===== src/common/branch_spec_consts.vh =====
`ifndef BRANCH_SPEC_CONSTS_VH
`define BRANCH_SPEC_CONSTS_VH

// Address and table geometry
`define ADDR_W          32
`define TPB_ENTRIES     16
`define TPB_IDX_W       4
`define RAS_DEPTH       8
`define RAS_PTR_W       3

// Speculation limits
`define SPEC_LVL_W      3
`define SPEC_LVL_MAX    3'h4
`define FPU_Q_DEPTH     3'h4
`define WBUF_DEPTH      3'h4

// Redirect penalties in cycles
`define PEN_EXEC        3'h4
`define PEN_WB          3'h5

// Two-bit history counter states
`define HIST_STRONG_NT  2'h0
`define HIST_WEAK_NT    2'h1
`define HIST_WEAK_T     2'h2
`define HIST_STRONG_T   2'h3
`define HIST_RESET      2'h1

// Instruction length used for sequential fetch
`define INSN_STEP       32'h00000004

`endif


===== src/core/branch_speculation_control.v =====
`timescale 1ns/1ps
`include "branch_spec_consts.vh"

module branch_speculation_control (
	// Clock and reset
	input  wire                    sys_clk_i,
	input  wire                    reset_i,
	// Prefetch side
	input  wire                    pf_valid_i,
	input  wire [`ADDR_W-1:0]      pf_pc_i,
	input  wire                    pf_is_branch_i,
	input  wire                    pf_is_cond_i,
	input  wire                    pf_is_call_i,
	input  wire                    pf_is_ret_i,
	output reg  [`ADDR_W-1:0]      fetch_addr_o,
	output reg                     fetch_taken_o,
	output reg                     fetch_valid_o,
	// Decode and issue
	input  wire                    dec_branch_i,
	input  wire                    dec_fp_i,
	output wire                    issue_primary_o,
	output wire                    issue_secondary_ok_o,
	// Branch resolution
	input  wire                    res_valid_i,
	input  wire                    res_cc_parallel_i,
	input  wire                    res_taken_i,
	input  wire                    res_pred_taken_i,
	input  wire [`ADDR_W-1:0]      res_pc_i,
	input  wire [`ADDR_W-1:0]      res_target_i,
	// Pipeline redirect
	output reg                     flush_o,
	output reg                     restore_o,
	output reg  [`ADDR_W-1:0]      redirect_addr_o,
	output reg                     stall_o,
	output reg                     feed_first_decode_o,
	// Second address stage and floating unit
	input  wire                    fp_addr_ok_i,
	input  wire                    fp_complete_i,
	output reg                     fp_enqueue_o,
	output reg  [2:0]              fp_queue_count_o,
	// Speculation control
	input  wire                    exception_i,
	input  wire                    sys_modify_i,
	output reg                     checkpoint_o,
	output reg                     release_o,
	output reg  [`SPEC_LVL_W-1:0]  spec_level_o,
	output wire                    spec_halt_o,
	// Write path
	input  wire                    wr_req_i,
	input  wire [`ADDR_W-1:0]      wr_addr_i,
	input  wire                    wr_drain_ready_i,
	output wire                    wr_accept_o,
	output reg                     wr_valid_o,
	output reg  [`ADDR_W-1:0]      wr_addr_o,
	output reg                     exc_signal_o
);

	// ****************************************************************
	// Target prediction buffer and return address stack
	// ****************************************************************
	reg [`ADDR_W-1:0]     tpb_tag [0:`TPB_ENTRIES-1];
	reg [`ADDR_W-1:0]     tpb_tgt [0:`TPB_ENTRIES-1];
	reg [1:0]             tpb_hist [0:`TPB_ENTRIES-1];
	reg                   tpb_vld [0:`TPB_ENTRIES-1];
	reg [`ADDR_W-1:0]     ras [0:`RAS_DEPTH-1];
	reg [`RAS_PTR_W-1:0]  ras_ptr;
	reg [`RAS_PTR_W:0]    ras_cnt;

	wire [`TPB_IDX_W-1:0] pf_idx = pf_pc_i[`TPB_IDX_W+1:2];
	wire [`TPB_IDX_W-1:0] rs_idx = res_pc_i[`TPB_IDX_W+1:2];
	wire                  pf_hit = tpb_vld[pf_idx] && (tpb_tag[pf_idx] == pf_pc_i);
	wire [`ADDR_W-1:0]    seq_pc = pf_pc_i + `INSN_STEP;
	wire [`RAS_PTR_W-1:0] ras_top = ras_ptr - 3'h1;
	wire                  ras_hit = (ras_cnt != 4'h0);

	// ****************************************************************
	// Speculation state
	// ****************************************************************
	reg  [2:0]            pen_cnt;
	reg  [2:0]            wbuf_cnt;
	reg  [`ADDR_W-1:0]    wbuf_addr [0:3];
	reg  [1:0]            wbuf_rd;
	reg  [1:0]            wbuf_wr;
	reg  [3:0]            wbuf_spec;
	reg  [3:0]            wbuf_kill;
	reg  [`SPEC_LVL_W-1:0] next_spec_level;
	reg                   exc_pending;

	wire mispredict = res_valid_i && (res_taken_i != res_pred_taken_i);
	wire correct    = res_valid_i && !mispredict;
	wire level_full = (spec_level_o == `SPEC_LVL_MAX);
	wire wbuf_full  = (wbuf_cnt == `WBUF_DEPTH);
	wire fpq_full   = (fp_queue_count_o == `FPU_Q_DEPTH);

	// ****************************************************************
	// Speculation halt causes
	// ****************************************************************
	// Any one of the four causes stops new levels from opening; closing still lowers the counter
	wire halt_level = (dec_branch_i || dec_fp_i) && level_full;
	wire halt_fault = exception_i;
	wire halt_wbuf  = wbuf_full;
	wire halt_sys   = sys_modify_i;

	assign spec_halt_o = halt_level || halt_fault || halt_wbuf || halt_sys;
	assign issue_primary_o      = dec_branch_i || dec_fp_i;
	assign issue_secondary_ok_o = !(dec_branch_i || dec_fp_i);

	// ****************************************************************
	// Speculation entry and exit
	// ****************************************************************
	// A new level needs a free slot, no redirect in flight and no halt
	wire no_penalty = (pen_cnt == 3'h0);
	wire level_room = !level_full;
	wire pf_cond    = pf_valid_i && pf_is_branch_i && pf_is_cond_i;
	wire fp_room    = !fpq_full;

	// Conditional branch predicted at prefetch opens a level
	wire pf_cond_pred = pf_cond && no_penalty && level_room && !spec_halt_o;
	// Float op that passed its address checks opens a level
	wire fp_take = fp_addr_ok_i && fp_room && level_room && !spec_halt_o && no_penalty;
	wire inc = pf_cond_pred || fp_take;
	// A resolved branch or finished float op closes a level; both in one clock close just one
	wire dec = res_valid_i || fp_complete_i;

	// ****************************************************************
	// Level counter
	// ****************************************************************
	// Level counter: saturates at zero and four
	always @* begin
		next_spec_level = spec_level_o;
		case ({inc, dec})
			2'b10: begin
				if (!level_full)
					next_spec_level = spec_level_o + 3'h1;
			end
			2'b01: begin
				if (spec_level_o != 3'h0)
					next_spec_level = spec_level_o - 3'h1;
			end
			// Open and close in one clock cancel out
			default: next_spec_level = spec_level_o;
		endcase
	end

	// ****************************************************************
	// Prediction and fetch
	// ****************************************************************
	integer i;
	always @(posedge sys_clk_i) begin
		if (reset_i) begin
			for (i = 0; i < `TPB_ENTRIES; i = i + 1) begin
				tpb_vld[i]  <= 1'b0;
				tpb_hist[i] <= `HIST_RESET;
				tpb_tag[i]  <= 32'h00000000;
				tpb_tgt[i]  <= 32'h00000000;
			end
			ras_ptr       <= 3'h0;
			ras_cnt       <= 4'h0;
			fetch_addr_o  <= 32'h00000000;
			fetch_taken_o <= 1'b0;
			fetch_valid_o <= 1'b0;
		end else begin
			fetch_valid_o <= pf_valid_i && (pen_cnt == 3'h0);
			fetch_taken_o <= 1'b0;
			fetch_addr_o  <= seq_pc;
			if (pf_valid_i && pf_is_ret_i && ras_hit) begin
				fetch_addr_o  <= ras[ras_top];
				fetch_taken_o <= 1'b1;
				ras_ptr       <= ras_top;
				ras_cnt       <= ras_cnt - 4'h1;
			end else if (pf_valid_i && pf_is_branch_i && pf_hit) begin
				if (!pf_is_cond_i) begin
					fetch_addr_o  <= tpb_tgt[pf_idx];
					fetch_taken_o <= 1'b1;
				end else if (tpb_hist[pf_idx][1]) begin
					fetch_addr_o  <= tpb_tgt[pf_idx];
					fetch_taken_o <= 1'b1;
				end
			end
			// Conditional miss keeps seq_pc, not taken
			if (pf_valid_i && pf_is_call_i) begin
				ras[ras_ptr] <= seq_pc;
				ras_ptr      <= ras_ptr + 3'h1;
				if (ras_cnt != 4'h8)
					ras_cnt <= ras_cnt + 4'h1;
			end
			if (res_valid_i) begin
				tpb_vld[rs_idx] <= 1'b1;
				tpb_tag[rs_idx] <= res_pc_i;
				if (res_taken_i)
					tpb_tgt[rs_idx] <= res_target_i;
				if (res_taken_i && tpb_hist[rs_idx] != `HIST_STRONG_T)
					tpb_hist[rs_idx] <= tpb_hist[rs_idx] + 2'h1;
				else if (!res_taken_i && tpb_hist[rs_idx] != `HIST_STRONG_NT)
					tpb_hist[rs_idx] <= tpb_hist[rs_idx] - 2'h1;
			end
		end
	end

	// ****************************************************************
	// Resolution, redirect and checkpoints
	// ****************************************************************
	always @(posedge sys_clk_i) begin
		if (reset_i) begin
			pen_cnt             <= 3'h0;
			flush_o             <= 1'b0;
			restore_o           <= 1'b0;
			redirect_addr_o     <= 32'h00000000;
			stall_o             <= 1'b0;
			feed_first_decode_o <= 1'b0;
			checkpoint_o        <= 1'b0;
			release_o           <= 1'b0;
			spec_level_o        <= 3'h0;
			fp_enqueue_o        <= 1'b0;
			fp_queue_count_o    <= 3'h0;
		end else begin
			checkpoint_o <= inc;
			release_o    <= correct || fp_complete_i;
			fp_enqueue_o <= fp_take;
			flush_o      <= mispredict;
			restore_o    <= mispredict;
			feed_first_decode_o <= 1'b0;
			if (mispredict) begin
				spec_level_o    <= 3'h0;
				redirect_addr_o <= res_taken_i ? res_target_i : res_pc_i + `INSN_STEP;
				// Penalty counts the cycles still to wait after this one
				pen_cnt <= (res_cc_parallel_i ? `PEN_WB : `PEN_EXEC) - 3'h1;
				stall_o <= 1'b1;
			end else begin
				spec_level_o <= next_spec_level;
				if (pen_cnt != 3'h0) begin
					pen_cnt <= pen_cnt - 3'h1;
					if (pen_cnt == 3'h1) begin
						stall_o             <= 1'b0;
						feed_first_decode_o <= 1'b1;
					end
				end
			end
			if (fp_take && !fp_complete_i)
				fp_queue_count_o <= fp_queue_count_o + 3'h1;
			else if (fp_complete_i && !fp_take && fp_queue_count_o != 3'h0)
				fp_queue_count_o <= fp_queue_count_o - 3'h1;
		end
	end

	// ****************************************************************
	// Write buffers, held while speculative, drained in order
	// ****************************************************************
	assign wr_accept_o = !wbuf_full;

	wire head_spec  = wbuf_spec[wbuf_rd];
	wire head_kill  = wbuf_kill[wbuf_rd];
	wire drain      = (wbuf_cnt != 3'h0) && !head_spec && wr_drain_ready_i && !exc_pending;
	wire push       = wr_req_i && !wbuf_full;

	// Entries are cleared once no unresolved level governs them
	wire level_zero   = (spec_level_o == 3'h0);
	wire last_resolve = (correct || fp_complete_i) && (spec_level_o == 3'h1);
	wire clear_spec   = level_zero || last_resolve;

	// ****************************************************************
	// Write buffer entries
	// ****************************************************************
	genvar g;
	generate
		for (g = 0; g < 4; g = g + 1) begin : g_wbuf
			always @(posedge sys_clk_i) begin
				if (reset_i) begin
					wbuf_spec[g] <= 1'b0;
					wbuf_kill[g] <= 1'b0;
					wbuf_addr[g] <= 32'h00000000;
				end else if (push && wbuf_wr == g) begin
					wbuf_addr[g] <= wr_addr_i;
					// A write racing a mispredict belongs to the wrong path
					wbuf_kill[g] <= mispredict && (spec_level_o != 3'h0);
					wbuf_spec[g] <= (spec_level_o != 3'h0) && !mispredict;
				end else if (mispredict && wbuf_spec[g]) begin
					// Wrong-path writes are dropped, never issued
					wbuf_kill[g] <= 1'b1;
					wbuf_spec[g] <= 1'b0;
				end else if (clear_spec) begin
					wbuf_spec[g] <= 1'b0;
				end
			end
		end
	endgenerate

	// ****************************************************************
	// Buffer pointers and exception ordering
	// ****************************************************************
	always @(posedge sys_clk_i) begin
		if (reset_i) begin
			wbuf_rd      <= 2'h0;
			wbuf_wr      <= 2'h0;
			wbuf_cnt     <= 3'h0;
			wr_valid_o   <= 1'b0;
			wr_addr_o    <= 32'h00000000;
			exc_pending  <= 1'b0;
			exc_signal_o <= 1'b0;
		end else begin
			wr_valid_o   <= drain && !head_kill;
			exc_signal_o <= 1'b0;
			if (drain) begin
				wr_addr_o <= wbuf_addr[wbuf_rd];
				wbuf_rd   <= wbuf_rd + 2'h1;
			end
			if (push)
				wbuf_wr <= wbuf_wr + 2'h1;
			if (push && !drain)
				wbuf_cnt <= wbuf_cnt + 3'h1;
			else if (drain && !push)
				wbuf_cnt <= wbuf_cnt - 3'h1;
			// Exception waits for the write buffer to be empty; the drain is stopped while it waits
			if (exception_i)
				exc_pending <= 1'b1;
			else if (exc_pending && wbuf_cnt == 3'h0) begin
				exc_pending  <= 1'b0;
				exc_signal_o <= 1'b1;
			end
		end
	end

endmodule // branch_speculation_control


===== config.mk =====
export PLATFORM = sky130hd
export DESIGN_NAME = branch_speculation_control
export DESIGN_NICKNAME = d
export VERILOG_FILES = /design/src/core/branch_speculation_control.v
export VERILOG_INCLUDE_DIRS = /design/src /design/src/common
export SDC_FILE = /design/constraint.sdc
export NUM_CORES = 2
export LEC_CHECK = 0
export BUFFER_PORTS_ARGS = -buffer_cell sky130_fd_sc_hd__buf_2
export CAP_MARGIN = 20
export CORE_ASPECT_RATIO = 1.4
export CORE_MARGIN = 8
export CORE_UTILIZATION = 42
export CTS_BUF_LIST = sky130_fd_sc_hd__clkbuf_16
export DETAILED_ROUTE_END_ITERATION = 10
export PLACE_DENSITY = 0.63
export SYNTH_ARGS = -nofsm -noshare
export SYNTH_HDL_FRONTEND = slang
export SYNTH_SLANG_ARGS = --single-unit

===== constraint.sdc =====
create_clock -name sys_clk_i -period 6.2 [get_ports sys_clk_i]
set_clock_uncertainty 0.1 [all_clocks]
set_input_delay 0.62 -clock sys_clk_i [delete_from_list [all_inputs] [get_ports sys_clk_i]]
set_output_delay 0.62 -clock sys_clk_i [all_outputs]
set_load 0.05 [all_outputs]

==> summary.md <==
- **status** finished, final reports clean
- **unrepaired setup endpoints after global routing** no
- **Seq/Total Area, Yosys** 66.1%
- **Sequential Area** 0.0463 mm^2
- **effective utilization at floorplan** 42.2%
- **# resized after CTS** 0
- **most numerous cell in the Yosys netlist** edfxtp_1
- **critical path's largest stage delay** 630 ps
- **final setup violating endpoints** 0
- **vias per cell** 5.83
- **cell type with the highest occurrence count on the critical path** buf_4
- **die outline height** 499 um
- **proportion of layout cells with a drive suffix above 1** 21.5%
- **kind of cell adding the most delay to the critical path** simple AND/OR/NAND/NOR gates
- **type of the worst setup path** in -> reg
- **total global routing overflow** 0
- **Filler Cells Inserted** 14,200
- **Total Die Area** 0.180 mm^2
- **detailed-router iteration count before antenna repair** 5
- **final hold vios** 0
- **TritonCTS buffer count** 149
- **core region area** 0.166 mm^2
- **transition time of the tightest slew-check pin** 1180 ps
- **vias in the first global route** 42,000
- **sequence of cells on the critical path** buf_8, mux4_2, a22o_1, a221oi_1, xnor2_1, nor4_1, buf_4, nand4_1, or4_4, or4_1, buf_4, o221a_1
- **capturing element type of the critical path** register
- **Total Neg Setup Slack** 0 ps
- **maximum buffer depth of the clock tree** 3
- **number of max-cap violations** 0
- **number of distinct library cells after synthesis** 65
- **wire length of the first global-routing pass** 302,000 um
- **Synth Flop Type** edfxtp_1
- **power density normalized to cell area** 318 mW/mm^2
- **total of buffers placed on input and output ports** 263
- **final worst path period share** 72.9%
- **share of synthesized area spent on multiplexers** 12.9%
- **Clock Latency Late Sink** 790 ps
- **post-route non-filler standard cell count** 7,124
- **Simple-Gate Fraction of Synth Area** 13.5%
- **achievable clock frequency** 221 MHz
- **routability cong.** 0.863
- **compound-gate portion of the synthesized area** 3.27%
- **cell at the root of the clock tree** clkbuf_16
- **Cell Area, Synth** 0.0701 mm^2
- **CP Data Required Time** 6770 ps
- **synthesis warning total** 0
- **count of clock tree sinks** 1,594
- **floorplan row count** 177
- **post-synthesis async set-or-reset flop share** 0%
- **pin count of the biggest net entering global routing** 129
- **aggregate global-route resource usage** 23.1%
- **leading cell types by total area after synthesis** edfxtp_1 (62%), mux4_2 (12%), and2_1 (8.0%)
- **area of the multi-input gates** 0.0223 mm^2
- **final net count** 5,001
- **number of synthesized flops with an enable pin** 1,440
- **remaining design rule violation count** 0
- **worst relative slew slack** 21.3%
- **Synth Area in Adders** 0.432%
- **via count** 41,500
- **critical path peak fanout** 57
- **slowest stage cell, crit path** or4_4
- **post-synthesis cell count** 4,650
- **combinational family with the most area after synthesis** simple AND/OR/NAND/NOR gates
- **mean instance size in the synthesized netlist** 15.1 um^2
- **Max rail drop VDD** 0.279 mV
- **total setup buffers inserted after CTS** 0
- **final number of max-transition violations** 0
- **number of routed nets with antenna violations** 0
- **Leak** 27.7 nW
- **total instance count after detailed placement** 6,819
- **largest area contributor in the synthesized netlist** edfxtp_1
- **final routed wire length divided by cell count** 30.0 um
- **half-perimeter wire length of the detailed placement result** 129,000 um
- **I/O pins** 264
- **total wirelength of the detailed-routed design** 214,000 um
- **Syn-to-layout area delta** 12.4%
- **initial detailed-routing violation count** 4,496
- **class of the most critical hold timing path** in -> reg
- **horizontal die dimension** 361 um
- **setup slack of the worst register-to-register path** 1810 ps
- **fraction of synthesized cell area taken by the top area cell type** 61.7%
- **Tmin final** 4520 ps
- **clock tree from TritonCTS** built
- **number of antenna violations at the first check in global routing** 49
- **H-tree levels** 4
- **list of most frequent post-synthesis cells** edfxtp_1 (1,440), and2_1 (891), mux4_2 (378)
- **combined buffer and inverter count along the critical path** 3
- **area share of xor/xnor cells in the synthesized design** 1.29%
- **number of register bits inferred by synthesis** 1,594
- **element type at the critical path start** input pin
- **Crit path arrival time** 5090 ps
- **clock slew at the register clock pins of the worst setup and hold paths** 60 ps
worst paths after layout:
kind              depth (start not counted)                            end                    startpoint
setup / recovery                         12    fetch_addr_o[30]$_SDFF_PP0_                    pf_pc_i[2]
hold reg to reg                           2     wr_addr_o[23]$_SDFFE_PP0P_    wr_addr_o[23]$_SDFFE_PP0P_
setup reg to reg                         11    fetch_addr_o[30]$_SDFF_PP0_  tpb_tag[11][7]$_SDFFCE_PN0P_
hold / removal                            2  wbuf_addr[2][1]$_SDFFCE_PN0P_                  wr_addr_i[1]
state kept, by name (all words and copies together) (netlist names), 2 cells and up:
signal            count
fetch_addr_o         32
fp_queue_count_o      3
pen_cnt               3
ras                 256
ras_cnt               4
ras_ptr               3
redirect_addr_o      32
spec_level_o          3
tpb_hist             32
tpb_tag             512
tpb_tgt             512
tpb_vld              16
wbuf_addr           128
wbuf_cnt              3
wbuf_kill             4
wbuf_rd               2
wbuf_spec             4
wbuf_wr               2
wr_addr_o            32
report_power, final:
part           leakage, nW  switching (mW)  internal (mW)
clock                 2.46            4.06           4.94
sequential            14.9           0.268           12.4
combinational         10.3            2.21           1.17
cell type report:
class,count,area share (%)
antenna,25,0.0794
tap,2148,3.41
sequential,1594,58.8
clock inverter,113,0.978
clock buffer,158,5.02
timing repair buffer,397,3.10
inverter,60,0.289
multi-input combinational,2629,28.3
per-layer routing:
metal  vias up  global-route usage (%)  wire, um  share of wire (%)
li1      17600                       -         -                  -
met1     21400                    29.5     81300                 38
met2      2003                    38.6    105000                 49
met3       438                    4.11     17100                8.0
met4        12                    10.7     10700                5.0
met5         -                       0        79              0.037
metrics by stage:
| stage | power, mW | worst slack (ps) | hold WS [ps] | instance area, um^2 | util [%] |
|---|---|---|---|---|---|
| 2_1_floorplan | 15.0 | 1920 | 345 | 70200 | - |
| 3_3_place_gp | 16.2 | 894 | 339 | 73900 | 44.5 |
| 3_5_place_dp | 16.3 | 918 | 340 | 73900 | 44.5 |
| 4_1_cts | 25.2 | 1760 | 11.7 | 78600 | 47.3 |
| 5_1_grt | 25.7 | 1520 | 40.0 | 78700 | 47.4 |
| 6_report | 25.0 | 1680 | 71.4 | 78800 | 47.4 |
what timing repair did:
item,4_1_cts,5_1_grt
hold buffers,2,0
setup endpoints to repair,0,0
hold endpoints to repair,2,0
cell families after synthesis:
logic type      Yosys count
compound gates          339
xor+xnor                103
fa+ha+maj                23
buf+inv                 442
flops                  1594
mux                     433
other cells               1
simple gates           1715
cell usage in the layout (no fill, tap or decap), drive strengths merged, types with 64 or more instances in the layout:
master | netlist | final
nand2 | 255 | 255
o21ai | 71 | 71
clkbuf | 314 | 158
clkinv | 5 | 68
a21oi | 84 | 84
dfxtp | 154 | 154
mux4 | 378 | 378
buf | 68 | 395
nand3 | 64 | 64
nor2 | 233 | 233
and3 | 140 | 140
edfxtp | 1440 | 1440
inv | 55 | 93
and2 | 893 | 893
(Power assumes the default switching activity.)
